$ cat config.mk
export PLATFORM = sky130hd
export DESIGN_NAME = spu_unit
export DESIGN_NICKNAME = d
export VERILOG_FILES = /design/src/verilog/spu_pkg.sv /design/src/verilog/spu_unit.sv
export VERILOG_INCLUDE_DIRS = /design/src /design/src/verilog
export SDC_FILE = /design/constraint.sdc
export NUM_CORES = 1
export LEC_CHECK = 0
export BUFFER_PORTS_ARGS = -buffer_cell sky130_fd_sc_hd__buf_4
export CORE_ASPECT_RATIO = 0.75
export CORE_UTILIZATION = 30
export CTS_CLUSTER_SIZE = 40
export DETAILED_ROUTE_END_ITERATION = 8
export GPL_TIMING_DRIVEN = 0
export MAX_ROUTING_LAYER = met4
export PLACE_DENSITY = 0.58
export SLEW_MARGIN = 10
export SYNTH_ARGS = -nofsm -noshare
export SYNTH_HDL_FRONTEND = slang
export SYNTH_SLANG_ARGS = --single-unit
$ cat constraint.sdc
create_clock -name pclk -period 6.4 [get_ports pclk]
set_input_delay 0.32 -clock pclk [delete_from_list [all_inputs] [get_ports pclk]]
set_output_delay 0.32 -clock pclk [all_outputs]
set_load 0.005 [all_outputs]
$ cat src/verilog/spu_consts.svh
// Purpose: constants of the stack and data pointer unit
// Assumes: included by the bench and the unit
// Notes: apb byte offsets, field positions, reset values
`ifndef SPU_CONSTS_SVH
`define SPU_CONSTS_SVH

// ****************************************
// register map (byte offsets)
// ****************************************
`define SPU_OFS_STACK_POINTER 6'h00
`define SPU_OFS_POINTER_CONTROL 6'h04
`define SPU_OFS_DATA_POINTER0 6'h08
`define SPU_OFS_DATA_POINTER1 6'h0C
`define SPU_OFS_FRAME_BASE 6'h10
`define SPU_OFS_FRAME_DISP 6'h14
`define SPU_OFS_PREFIX_REG 6'h18
`define SPU_OFS_ISR_ACTIVE 6'h20
`define SPU_OFS_STACK_TOP 6'h24

// ****************************************
// pointer_control fields
// ****************************************
`define SPU_PCTL_SEL_LO 0
`define SPU_PCTL_SEL_HI 1
`define SPU_PCTL_WBS_DP0 2
`define SPU_PCTL_WBS_DP1 3
`define SPU_PCTL_WBS_FP 4

// ****************************************
// reset values and select codes
// ****************************************
`define SPU_SP_RESET 4'hF
`define SPU_PCTL_RESET 5'h00
`define SPU_SEL_DP0 2'h0
`define SPU_SEL_DP1 2'h1
`define SPU_SEL_FP 2'h2

// ****************************************
// core register write port indices
// ****************************************
`define SPU_CORE_MODULE 4'h6
`define SPU_SINK_SUB 4'h7

`endif

$ cat src/verilog/spu_pkg.sv
// Purpose: types of the stack and data pointer unit
// Assumes: nothing
// Notes: request carriers for the decoder ports
package spu_pkg;

    typedef enum logic [2:0]
    {
        SPU_STK_NONE = 3'h0,
        SPU_STK_PUSH = 3'h1,
        SPU_STK_PUSH_BYTE = 3'h2,
        SPU_STK_POP = 3'h3,
        SPU_STK_POP_END = 3'h4,
        SPU_STK_CALL = 3'h5,
        SPU_STK_RET = 3'h6,
        SPU_STK_RETI = 3'h7
    } spu_stk_op_e;

    typedef enum logic [1:0]
    {
        SPU_MOD_NONE = 2'h0,
        SPU_MOD_INC = 2'h1,
        SPU_MOD_DEC = 2'h2
    } spu_mod_e;

    typedef struct packed
    {
        spu_stk_op_e op;
        logic [15:0] data;
    } spu_stk_req_s;

    typedef struct packed
    {
        logic valid;
        logic write;
        logic [1:0] ptr;
        spu_mod_e modify;
    } spu_ptr_req_s;

    typedef struct packed
    {
        logic valid;
        logic [3:0] module_idx;
        logic [3:0] sub_idx;
        logic [15:0] data;
    } spu_reg_wr_s;

endpackage

$ cat src/verilog/spu_unit.sv
// Purpose: hardware stack and data memory pointers of a 16-bit core
// Assumes: decoder requests arrive on pclk; registers over apb
// Notes: zero-wait apb slave, read data captured in the setup cycle
`timescale 1ns/100ps
`default_nettype none
`include "spu_consts.svh"

// Contract
// - stack entries are 16 bits; used by call, return, reti, push, pop
// - push increments stack_pointer first, then writes the addressed entry
// - byte push stores byte low, prefix_reg as high half
// - pop reads the addressed entry, then decrements stack_pointer
// - pop_and_end_service acts as pop and clears isr_active_flag
// - popped top entry feeds the alu directly, decrementing stack_pointer
// - stack_pointer keeps only four written bits; reset value is 0Fh
// - data pointers post-modify on reads, pre-modify on writes
// - frame pointer modifies only frame_displacement, never frame_base
// - word_byte_select bits pick word (1) or byte (0) per pointer
// - word mode addresses 64k words, byte mode 64k bytes
// - data pointers and frame_base are 17 bits; word 16:1, byte 15:0
// - frame_displacement is 9 bits; word uses 8:1, byte 7:0
// - increments and decrements touch only the current mode's bits
// - changing mode leaves the 17 internal bits untouched
// - one read port chosen by source_pointer_select; pointer writes select
// - an indirect memory write makes its pointer the active read pointer
// - active read pointer persists until reselect, code fetch, other write
// - writes to discard_sink at module 6 sub 7 are dropped
// - call pushes return address; return loads instruction pointer from top
module spu_unit
    import spu_pkg::*;
#(
    parameter int STACK_DEPTH = 16
)
(
    // clock and reset
    input wire logic pclk,
    input wire logic presetn,
    // apb slave
    input wire logic psel,
    input wire logic penable,
    input wire logic pwrite,
    input wire logic [11:0] paddr,
    input wire logic [31:0] pwdata,
    output logic [31:0] prdata,
    output logic pready,
    output logic pslverr,
    // decoder: stack
    input wire spu_stk_req_s stk_req,
    output logic [15:0] stk_top,
    output logic ip_load,
    output logic [15:0] ip_value,
    input wire logic isr_enter,
    output logic isr_active_flag,
    // decoder: pointers and register writes
    input wire spu_ptr_req_s ptr_req,
    input wire spu_reg_wr_s reg_wr,
    input wire logic code_fetch_hit,
    // data memory
    output logic [15:0] rd_addr,
    output logic rd_word,
    output logic rd_ptr_valid,
    output logic [15:0] wr_addr,
    output logic wr_word,
    output logic wr_en
);

    if (STACK_DEPTH != 16)
    begin : g_depth_check
        $error("stack depth must match the four-bit stack pointer");
    end

    // ****************************************
    // pointer mode helpers
    // ****************************************
    function automatic logic [15:0] ptr_get(input logic [16:0] p, input logic w);
        ptr_get = w ? p[16:1] : p[15:0];
    endfunction

    function automatic logic [16:0] ptr_put(input logic [16:0] p, input logic w,
                                            input logic [15:0] d);
        ptr_put = w ? {d, p[0]} : {p[16], d};
    endfunction

    function automatic logic [16:0] ptr_step(input logic [16:0] p, input logic w,
                                             input spu_mod_e m);
        logic [15:0] v;
        v = ptr_get(p, w);
        if (m == SPU_MOD_INC)
            v = v + 16'h0001;
        else if (m == SPU_MOD_DEC)
            v = v - 16'h0001;
        ptr_step = ptr_put(p, w, v);
    endfunction

    function automatic logic [8:0] ofs_step(input logic [8:0] p, input logic w,
                                            input spu_mod_e m);
        logic [7:0] v;
        v = w ? p[8:1] : p[7:0];
        if (m == SPU_MOD_INC)
            v = v + 8'h01;
        else if (m == SPU_MOD_DEC)
            v = v - 8'h01;
        ofs_step = w ? {v, p[0]} : {p[8], v};
    endfunction

    // ****************************************
    // state
    // ****************************************
    logic [15:0] stack_mem [STACK_DEPTH];
    logic [3:0] stack_pointer;
    logic [7:0] prefix_reg;
    logic [4:0] pointer_control;
    logic [16:0] data_pointer0;
    logic [16:0] data_pointer1;
    logic [16:0] frame_base;
    logic [8:0] frame_displacement;
    logic [31:0] next_prdata;
    logic [3:0] next_stack_pointer;
    logic [4:0] next_pointer_control;
    logic [16:0] next_data_pointer0;
    logic [16:0] next_data_pointer1;
    logic [16:0] next_frame_base;
    logic [8:0] next_frame_displacement;
    logic next_rd_ptr_valid;

    // ****************************************
    // apb decode
    // ****************************************
    wire logic [5:0] apb_ofs = paddr[5:0];
    wire logic apb_hit = (paddr[11:6] == 6'h00) && (paddr[1:0] == 2'h0) &&
        (apb_ofs <= `SPU_OFS_STACK_TOP) && (apb_ofs != 6'h1C);
    wire logic apb_wr = psel && penable && pwrite && apb_hit;
    wire logic apb_setup_rd = psel && !penable && !pwrite;
    wire logic wr_sp = apb_wr && apb_ofs == `SPU_OFS_STACK_POINTER;
    wire logic wr_pctl = apb_wr && apb_ofs == `SPU_OFS_POINTER_CONTROL;
    wire logic wr_dp0 = apb_wr && apb_ofs == `SPU_OFS_DATA_POINTER0;
    wire logic wr_dp1 = apb_wr && apb_ofs == `SPU_OFS_DATA_POINTER1;
    wire logic wr_base = apb_wr && apb_ofs == `SPU_OFS_FRAME_BASE;
    wire logic wr_disp = apb_wr && apb_ofs == `SPU_OFS_FRAME_DISP;
    wire logic wr_pfx = apb_wr && apb_ofs == `SPU_OFS_PREFIX_REG;
    wire logic wr_isr = apb_wr && apb_ofs == `SPU_OFS_ISR_ACTIVE;

    assign pready = 1'b1;
    assign pslverr = psel && penable && !apb_hit;

    // ****************************************
    // core register write port
    // ****************************************
    // sub-indices follow the apb word index; sub 7 is the bit bucket
    wire logic core_wr = reg_wr.valid && reg_wr.module_idx == `SPU_CORE_MODULE &&
        reg_wr.sub_idx != `SPU_SINK_SUB;
    wire logic cw_dp0 = core_wr && reg_wr.sub_idx == 4'h2;
    wire logic cw_dp1 = core_wr && reg_wr.sub_idx == 4'h3;
    wire logic cw_base = core_wr && reg_wr.sub_idx == 4'h4;
    wire logic cw_disp = core_wr && reg_wr.sub_idx == 4'h5;

    // ****************************************
    // pointer views and memory ports
    // ****************************************
    wire logic wbs0 = pointer_control[`SPU_PCTL_WBS_DP0];
    wire logic wbs1 = pointer_control[`SPU_PCTL_WBS_DP1];
    wire logic wbs2 = pointer_control[`SPU_PCTL_WBS_FP];
    wire logic [1:0] src_sel = pointer_control[`SPU_PCTL_SEL_HI:`SPU_PCTL_SEL_LO];
    wire logic [15:0] dp0_view = ptr_get(data_pointer0, wbs0);
    wire logic [15:0] dp1_view = ptr_get(data_pointer1, wbs1);
    wire logic [15:0] base_view = ptr_get(frame_base, wbs2);
    wire logic [7:0] disp_view = wbs2 ? frame_displacement[8:1] : frame_displacement[7:0];
    wire logic [15:0] fp_view = base_view + {8'h00, disp_view};

    // write pointer after pre-modify
    wire logic [16:0] dp0_pre = ptr_step(data_pointer0, wbs0, ptr_req.modify);
    wire logic [16:0] dp1_pre = ptr_step(data_pointer1, wbs1, ptr_req.modify);
    wire logic [8:0] disp_pre = ofs_step(frame_displacement, wbs2, ptr_req.modify);
    wire logic [7:0] disp_pre_view = wbs2 ? disp_pre[8:1] : disp_pre[7:0];
    wire logic mem_wr = ptr_req.valid && ptr_req.write;
    wire logic mem_rd = ptr_req.valid && !ptr_req.write;

    // word mode spans 64k words, byte mode 64k bytes
    assign rd_addr = src_sel[1] ? fp_view : (src_sel[0] ? dp1_view : dp0_view);
    assign rd_word = src_sel[1] ? wbs2 : (src_sel[0] ? wbs1 : wbs0);
    assign wr_en = mem_wr;
    assign wr_word = ptr_req.ptr[1] ? wbs2 : (ptr_req.ptr[0] ? wbs1 : wbs0);
    assign wr_addr = ptr_req.ptr[1] ? base_view + {8'h00, disp_pre_view} :
        (ptr_req.ptr[0] ? ptr_get(dp1_pre, wbs1) : ptr_get(dp0_pre, wbs0));

    // ****************************************
    // pointer next state
    // ****************************************
    // order: apb write, then core register write, then memory access;
    // the decoder never pairs a modify with a load of the same pointer
    always_comb
    begin
        next_pointer_control = pointer_control;
        next_data_pointer0 = data_pointer0;
        next_data_pointer1 = data_pointer1;
        next_frame_base = frame_base;
        next_frame_displacement = frame_displacement;
        next_rd_ptr_valid = rd_ptr_valid;
        if (code_fetch_hit)
            next_rd_ptr_valid = 1'b0;
        if (wr_pctl)
        begin
            next_pointer_control = pwdata[4:0];
            next_rd_ptr_valid = 1'b1;
        end
        if (wr_dp0 || cw_dp0)
        begin
            next_data_pointer0 = ptr_put(data_pointer0, wbs0,
                cw_dp0 ? reg_wr.data : pwdata[15:0]);
            next_pointer_control[1:0] = `SPU_SEL_DP0;
            next_rd_ptr_valid = 1'b1;
        end
        if (wr_dp1 || cw_dp1)
        begin
            next_data_pointer1 = ptr_put(data_pointer1, wbs1,
                cw_dp1 ? reg_wr.data : pwdata[15:0]);
            next_pointer_control[1:0] = `SPU_SEL_DP1;
            next_rd_ptr_valid = 1'b1;
        end
        if (wr_base || cw_base || wr_disp || cw_disp)
        begin
            if (wr_base || cw_base)
                next_frame_base = ptr_put(frame_base, wbs2,
                    cw_base ? reg_wr.data : pwdata[15:0]);
            if (wr_disp || cw_disp)
            begin
                if (wbs2)
                    next_frame_displacement[8:1] = cw_disp ? reg_wr.data[7:0] : pwdata[7:0];
                else
                    next_frame_displacement[7:0] = cw_disp ? reg_wr.data[7:0] : pwdata[7:0];
            end
            next_pointer_control[1:0] = `SPU_SEL_FP;
            next_rd_ptr_valid = 1'b1;
        end
        if (mem_wr)
        begin
            // the writing pointer becomes the active source pointer
            next_pointer_control[1:0] = ptr_req.ptr[1] ? `SPU_SEL_FP : ptr_req.ptr;
            next_rd_ptr_valid = 1'b1;
        end
        // reads act on the active pointer, writes on the named one
        if (ptr_req.valid)
        begin
            case (mem_wr ? (ptr_req.ptr[1] ? `SPU_SEL_FP : ptr_req.ptr) :
                (src_sel[1] ? `SPU_SEL_FP : src_sel))
                `SPU_SEL_DP0: next_data_pointer0 = dp0_pre;
                `SPU_SEL_DP1: next_data_pointer1 = dp1_pre;
                `SPU_SEL_FP: next_frame_displacement = disp_pre;
                default: next_frame_displacement = frame_displacement;
            endcase
        end
    end

    always_ff @(posedge pclk or negedge presetn)
    begin
        if (!presetn)
        begin
            pointer_control <= `SPU_PCTL_RESET;
            data_pointer0 <= 17'h00000;
            data_pointer1 <= 17'h00000;
            frame_base <= 17'h00000;
            frame_displacement <= 9'h000;
            rd_ptr_valid <= 1'b1;
        end
        else
        begin
            pointer_control <= next_pointer_control;
            data_pointer0 <= next_data_pointer0;
            data_pointer1 <= next_data_pointer1;
            frame_base <= next_frame_base;
            frame_displacement <= next_frame_displacement;
            rd_ptr_valid <= next_rd_ptr_valid;
        end
    end

    // ****************************************
    // stack
    // ****************************************
    wire spu_stk_op_e sop = stk_req.op;
    wire logic is_push = sop == SPU_STK_PUSH || sop == SPU_STK_PUSH_BYTE ||
        sop == SPU_STK_CALL;
    wire logic is_pop = sop == SPU_STK_POP || sop == SPU_STK_POP_END ||
        sop == SPU_STK_RET || sop == SPU_STK_RETI;
    wire logic end_service = sop == SPU_STK_POP_END || sop == SPU_STK_RETI;
    wire logic [3:0] sp_inc = stack_pointer + 4'h1;
    wire logic [15:0] push_word = (sop == SPU_STK_PUSH_BYTE) ?
        {prefix_reg, stk_req.data[7:0]} : stk_req.data;

    // popped value goes straight to the alu operand bus
    assign stk_top = stack_mem[stack_pointer];

    always_comb
    begin
        next_stack_pointer = stack_pointer;
        if (wr_sp)
            next_stack_pointer = pwdata[3:0];
        if (is_push)
            next_stack_pointer = sp_inc;
        else if (is_pop)
            next_stack_pointer = stack_pointer - 4'h1;
    end

    always_ff @(posedge pclk)
    begin
        if (is_push)
            stack_mem[sp_inc] <= push_word;
    end

    always_ff @(posedge pclk or negedge presetn)
    begin
        if (!presetn)
        begin
            stack_pointer <= `SPU_SP_RESET;
            prefix_reg <= 8'h00;
            isr_active_flag <= 1'b0;
            ip_load <= 1'b0;
            ip_value <= 16'h0000;
        end
        else
        begin
            stack_pointer <= next_stack_pointer;
            if (wr_pfx)
                prefix_reg <= pwdata[7:0];
            // entry wins over a same-cycle clear
            if (isr_enter)
                isr_active_flag <= 1'b1;
            else if (end_service)
                isr_active_flag <= 1'b0;
            else if (wr_isr)
                isr_active_flag <= pwdata[0];
            ip_load <= sop == SPU_STK_RET || sop == SPU_STK_RETI;
            if (sop == SPU_STK_RET || sop == SPU_STK_RETI)
                ip_value <= stk_top;
        end
    end

    // ****************************************
    // apb read data
    // ****************************************
    always_comb
    begin
        next_prdata = 32'h00000000;
        case (apb_ofs)
            `SPU_OFS_STACK_POINTER: next_prdata = {28'h0000000, stack_pointer};
            `SPU_OFS_POINTER_CONTROL: next_prdata = {27'h0000000, pointer_control};
            `SPU_OFS_DATA_POINTER0: next_prdata = {16'h0000, dp0_view};
            `SPU_OFS_DATA_POINTER1: next_prdata = {16'h0000, dp1_view};
            `SPU_OFS_FRAME_BASE: next_prdata = {16'h0000, base_view};
            `SPU_OFS_FRAME_DISP: next_prdata = {24'h000000, disp_view};
            `SPU_OFS_PREFIX_REG: next_prdata = {24'h000000, prefix_reg};
            `SPU_OFS_ISR_ACTIVE: next_prdata = {31'h00000000, isr_active_flag};
            `SPU_OFS_STACK_TOP: next_prdata = {16'h0000, stk_top};
            default: next_prdata = 32'h00000000;
        endcase
        if (!apb_hit)
            next_prdata = 32'h00000000;
    end

    // captured at the setup edge so prdata comes from a flip-flop
    always_ff @(posedge pclk or negedge presetn)
    begin
        if (!presetn)
            prdata <= 32'h00000000;
        else if (apb_setup_rd)
            prdata <= next_prdata;
    end

endmodule
`default_nettype wire
* Word level (Yosys, flattened, before mapping) *
Memory sizes are Yosys's and may differ from the RTL's.
Index checks and enable logic that the tools add are counted.

storage, ports and cells
  flip-flop bits (word level) = 128
  memory bits (writable) = 256
  bits of input ports = 101
  output and inout port bits = 104
  word-level logic and storage cells = 176
  memories kept = 1

memory list
  memory     words  bits a word  read ports  clocked after memory_dff  wr ports  RTL line         RTL
  stack_mem  16     16           1           0                         1         spu_unit.sv:109  logic [15:0] stack_mem [STACK_DEPTH];

cells by class
  $add $sub $neg = 10
  $lt $le $gt $ge = 1
  equal/unequal tests = 27
  muxes and demuxes = 69
  bitwise gates (word level) = 1
  reductions and logical operators = 52

operators with widths
  operator               number
  $mux 16                18
  $mux 17                10
  $pmux 16 s9            1
  $mux 8                 5
  $mux 9                 4
  $add 16x1->16 const B  2
  $add 16x8->16          2
  $mux 32                1
  $sub 16x1->16 const B  2
  $logic_and 1x1->1      24
  $eq 6x5->1 const B     3
  $pmux 9 s2             1
  $mux 1                 17
  $mux 2                 8
  $logic_or 1x1->1       13
  $eq 3x3->1 const B     4
  $eq 4x3->1 const B     3
  $eq 6x4->1 const B     2
  $eq 6x6->1 const B     2
  $logic_not 6->1        2
  $mux 4                 3
  $add 8x1->8 const B    1
  $eq 4x2->1 const B     2
  $sub 8x1->8 const B    1
  21 further kinds       29

* Longest topological paths before layout *
  depth in word-level cells = 12
  gate-level depth with buffers = 17

* Worst setup path after synthesis *
Ideal clock, no wire load.

  path kind = register to output
  start point = reg pointer_control[4]
  end point = out wr_addr[13]
  arrival time = 3632 ps
  slack = 2448 ps
  cell stages (with the launch flop) = 17
  buffers on the path = 3
  cells stage by stage = dfrtp_1 buf_6 buf_4 buf_2 mux2i_1 ha_1 nand2_1 o21ai_0 o21ai_0 ha_1 a211o_1 o211ai_1 a21oi_1 a31oi_1 nor2_1 xor2_1 a211oi_1

on the way
  longest elaborated chain between the ends = 8

RTL lines
  element                   RTL line         RTL
  start: declaration        spu_unit.sv:112  logic [4:0] pointer_control;
  start signal: assignment  spu_unit.sv:258  pointer_control <= `SPU_PCTL_RESET;
  start signal: assignment  spu_unit.sv:267  pointer_control <= next_pointer_control;
  $mux 8                    spu_unit.sv:98   v = w ? p[8:1] : p[7:0];
  $sub 8x1->8               spu_unit.sv:102  v = v - 8'h01;
  $mux 8                    spu_unit.sv:101  else if (m == SPU_MOD_DEC)
  $mux 8                    spu_unit.sv:99   if (m == SPU_MOD_INC)
  $mux 9                    spu_unit.sv:103  ofs_step = w ? {v, p[0]} : {p[8], v};
  $mux 8                    spu_unit.sv:174  wire logic [7:0] disp_pre_view = wbs2 ? disp_pre[8:1] : disp_pre[7:0];
  $add 16x8->16 (*)         spu_unit.sv:183  assign wr_addr = ptr_req.ptr[1] ? base_view + {8'h00, disp_pre_view} :
  $mux 16 (*)               spu_unit.sv:183
  end: declaration          spu_unit.sv:62   output logic [15:0] wr_addr,

Mark *: on every way between the ends. The rest lies on a longest branch, timed or not.

* Worst setup path after layout *
  start point = reg pointer_control[4]
  end point = out wr_addr[10]

The elaborated chain is that of the path after synthesis.

==> impl_summary.log <==
[metrics] Initial Utilization: 30.3%
[metrics] vertical die dimension: 235 um
[metrics] row cnt: 85
[metrics] iteration-0 DRC count of the detailed router: 2338
[metrics] leakage power summed over all cells: 9.83 nW
[metrics] Syn. warnings: 0
[metrics] I/O Pins: between 200 and 250
[metrics] combined area of the multi-input logic cells: between 10000 and 15000 sq um
[metrics] Core ar.: ~70000 sq um
[metrics] library cell occupying the most area in the post-synthesis netlist: edfxtp_1
[metrics] detailed placement HPWL: 65.8 mm
[metrics] final instance area: 26000 sq um
[metrics] post-synthesis sequential area ratio: about half
[metrics] CTS Buffer Depth: 3
[metrics] combined flip-flop and latch cell area: 10500 sq um
[metrics] post-synthesis cell type count: 102
[metrics] setup-violating endpoint count in the final report: 0
[metrics] Crit. End Element: output pin
[metrics] Critical Setup Path Class: flip-flop to output pin
[metrics] highest ir drop seen on vdd: roughly 0.22 mV
[metrics] Cell Count Post-Placement: 3015
[metrics] fraction of layout cells with a size suffix above 1: 24.6%
[metrics] number of nets at the end of the flow: 2242
[metrics] cell count after synthesis: 1866
[metrics] antenna-violating nets left: 0
[metrics] Clock Root Buffer: clkbuf_16
[metrics] Most Crowded Layer GR: met1
[metrics] number of antenna violations at the first check in global routing: 7
[metrics] register clock-pin slew on the reported worst setup and hold paths: 60 ps
[metrics] number of sinks on the clock net: roughly 370
[metrics] Port Buffers: 166
[metrics] fraction of power consumed by combinational cells: between 30% and 40%
[metrics] aggregate routed wire length: 86.9 mm
[metrics] Final Hold Violating Endpoints: 0
[metrics] required time of the critical path: about 6000 ps
[metrics] fillers: between 7k and 8k
[metrics] synthesis-to-layout area growth: 19.5%
[metrics] met1 Track Usage GR: 36.3%
[metrics] TritonCTS clock tree: built
[metrics] clock network latency to the later pin of the worst-skew pair: roughly 610 ps
[metrics] FFs w/ async S/R, synth: 30.4%
[metrics] worst clock skew: around 40 ps
[metrics] result of the run: complete, no violations
[metrics] number of slew-limit violations in the final report: 0
[metrics] fraction of the cycle the final worst path needs: 95.2%
[metrics] switching power as a share of total power: 37.9%
[metrics] largest net degree at the start of global routing: 66
[metrics] count of flip-flops with a built-in enable after synthesis: 256
[metrics] H-tree depth: 2
[metrics] final routed wire length divided by cell count: about 28 um
[metrics] number of synthesized register bits: approximately 370
[metrics] area post-placement: 24500 sq um
[metrics] remaining global-route overflow: 0
[metrics] crit path DAT: about 5800 ps
[metrics] cell area after synthesis: 21800 sq um
[metrics] area fraction of the dominant cell type after synthesis: a little over a third
[metrics] Tot GR Track Use: 23.7%
[metrics] vias in the first global route: 17.0k
[metrics] met2 usage: 30.4%
[metrics] Die ar.: between 70000 and 80000 sq um
[metrics] Final Non-Filler Cells: approximately 3.1k
[metrics] Slew HR: 23.3%
[metrics] via total after detailed routing: 18.0k
[metrics] Tmin final: slightly above 6000 ps
[metrics] overall die width: 313 um
[metrics] total of max-cap violations: 0
[metrics] DR DRC count: 0
[metrics] Hold/Removal Path Class: input port to flip-flop
[metrics] met3 GRT Util: 5.26%
[metrics] transition time at the pin with the least slew margin: between 1000 and 1500 ps
[metrics] global-route wire length before repair: 123 mm
[metrics] Avg Inst Size Synth: 11.7 sq um
[metrics] mean number of vias per cell: 5.80
[metrics] setup repair bufs after CTS: 0
[metrics] number of buffers inserted during clock tree synthesis: 41
[metrics] Power per Cell Area: 350 nW/um^2
[metrics] share of power burned in registers: 33.8%
[metrics] Initial DRT Pass Iterations: 6
[metrics] final total power: between 9 and 10 mW
[metrics] final weighted congestion in routability-driven placement: about 1.0
[metrics] largest fanout on the critical path: 10
[metrics] Internal Pwr Total: 5.66 mW
[metrics] switching component of the power: 3.46 mW
[metrics] Largest register FFs: between 200 and 300
[metrics] Synth top cells by count: edfxtp_1, nand2_1, a21oi_1
[metrics] synth top area cells: edfxtp_1, dfrtp_1, mux4_2, mux2i_1, mux2_2
[metrics] Total Neg Setup Slack: 0 ps
[metrics] type of element launching the critical path: flip-flop
[metrics] largest reg by FF count: stack_mem
[metrics] leading cell type by number of instances after synthesis: edfxtp_1
[metrics] clock network fraction of design power: 27.1%
[metrics] ys flop type: edfxtp_1
[metrics] Max Clock Freq: 0.164 GHz
[metrics] setup repair after global routing missed its margin: no
[area by class of cell]
| type | count | area share, % |
|---|---|---|
| sequential | 368 | 40.4 |
| clock buffer | 51 | 4.09 |
| timing repair buffer | 186 | 5.78 |
| antenna | 2 | 0.0192 |
| inverter | 37 | 0.534 |
| tap | 957 | 4.61 |
| multi-input combinational | 1335 | 40.7 |
| buffer | 141 | 2.69 |
| clock inverter | 23 | 1.22 |
[stage by stage]
step,utilization (%),setup slack (ps),hold WS (ps)
3_3_place_gp,33.8,855,461
2_1_floorplan,-,2450,24.4
3_5_place_dp,34.1,778,318
6_report,36.2,305,18.6
5_1_grt,36.2,150,19.2
4_1_cts,36.2,91.9,0.0852
[worst max-delay path: stages, from the launching register on]
cell and delay [ps]:
dfrtp_1 340, buf_6 190, buf_4 270, buf_2 400, mux2i_1 530, inv_1 160
ha_1 230, and3_1 170, a22oi_1 210, xnor2_1 240, inv_1 100, ha_1 370
or3_1 130, o21ai_0 80, a31oi_1 840, nand3_1 210, xnor2_1 180, a221oi_1 320
buf_4 180
[logic make-up (layout without fill, tap and decap cells)]
| family | Yosys count | in the layout | share of synthesized area (%) |
|---|---|---|---|
| and+or+nand+nor | 503 | 503 | 11.4 |
| AOI/OAI and AO/OA | 436 | 436 | 13.3 |
| DFF | 368 | 368 | 48.2 |
| muxes | 265 | 265 | 18.1 |
| buffers and inverters | 178 | 438 | 3.85 |
| xor gates and xnor gates | 83 | 83 | 3.34 |
| adders and majority gates | 31 | 31 | 1.85 |
| other | 2 | 19 | 0.0345 |
[routing by layer]
metal,vias to the layer above,part of all wire [%]
met2,1080,39
met4,0,2.7
li1,7585,-
met1,9187,47
met5,-,0
met3,136,10
[power groups by stage]
stage / logic, mW / registers (mW) / clock network (mW)
global route: 3.77 / 3.11 / 2.59
detailed placement: 3.51 / 3.13 / 0
finish: 3.56 / 3.08 / 2.47
global placement: 3.42 / 3.11 / 0
floorplan: 1.96 / 3.05 / 0
CTS: 3.53 / 3.08 / 2.51
[cell usage in the layout, fill, tap and decap left out, types with 15 or more instances in the layout]
cell / netlist / final
edfxtp_1: 256 / 256
mux2_2: 63 / 63
nand2_1: 181 / 181
a211oi_1: 38 / 38
nand2b_1: 17 / 17
dfrtp_1: 107 / 107
conb_1: 2 / 17
nor2b_1: 18 / 18
buf_2: 29 / 29
ha_1: 29 / 29
a21oi_1: 127 / 127
nand3_1: 38 / 38
nor2_1: 120 / 104
xor2_1: 37 / 37
and2_1: 23 / 23
mux2i_1: 105 / 105
mux4_2: 94 / 94
clkbuf_1: 72 / 82
nand4_1: 15 / 15
xnor2_1: 46 / 46
buf_4: 22 / 188
nor3_1: 21 / 20
o21ai_0: 97 / 95
clkbuf_16: 0 / 41
inv_1: 33 / 33
[path summary, 6_finish.rpt]
kind                                         start                end  slack [ps]  cells past startpoint
min in group asynchronous                  presetn  data_pointer1[16]         260                      2
worst min register to register        rd_ptr_valid       rd_ptr_valid         470                      2
worst min-delay path                    stk_req[0]   stack_mem[11][0]          20                      1
worst max-delay path            pointer_control[4]        wr_addr[10]         310                     18
worst max register to register  pointer_control[3]  data_pointer1[14]        2690                     13
max in group asynchronous                  presetn   stack_pointer[0]        5330                      3
[what timing repair did]
action	CTS	global route
setup endpoints to repair	0	4
endpoints found under the hold margin	130	0
hold buffers	9	0
resized for setup	0	2
(Power assumes the default switching activity.)
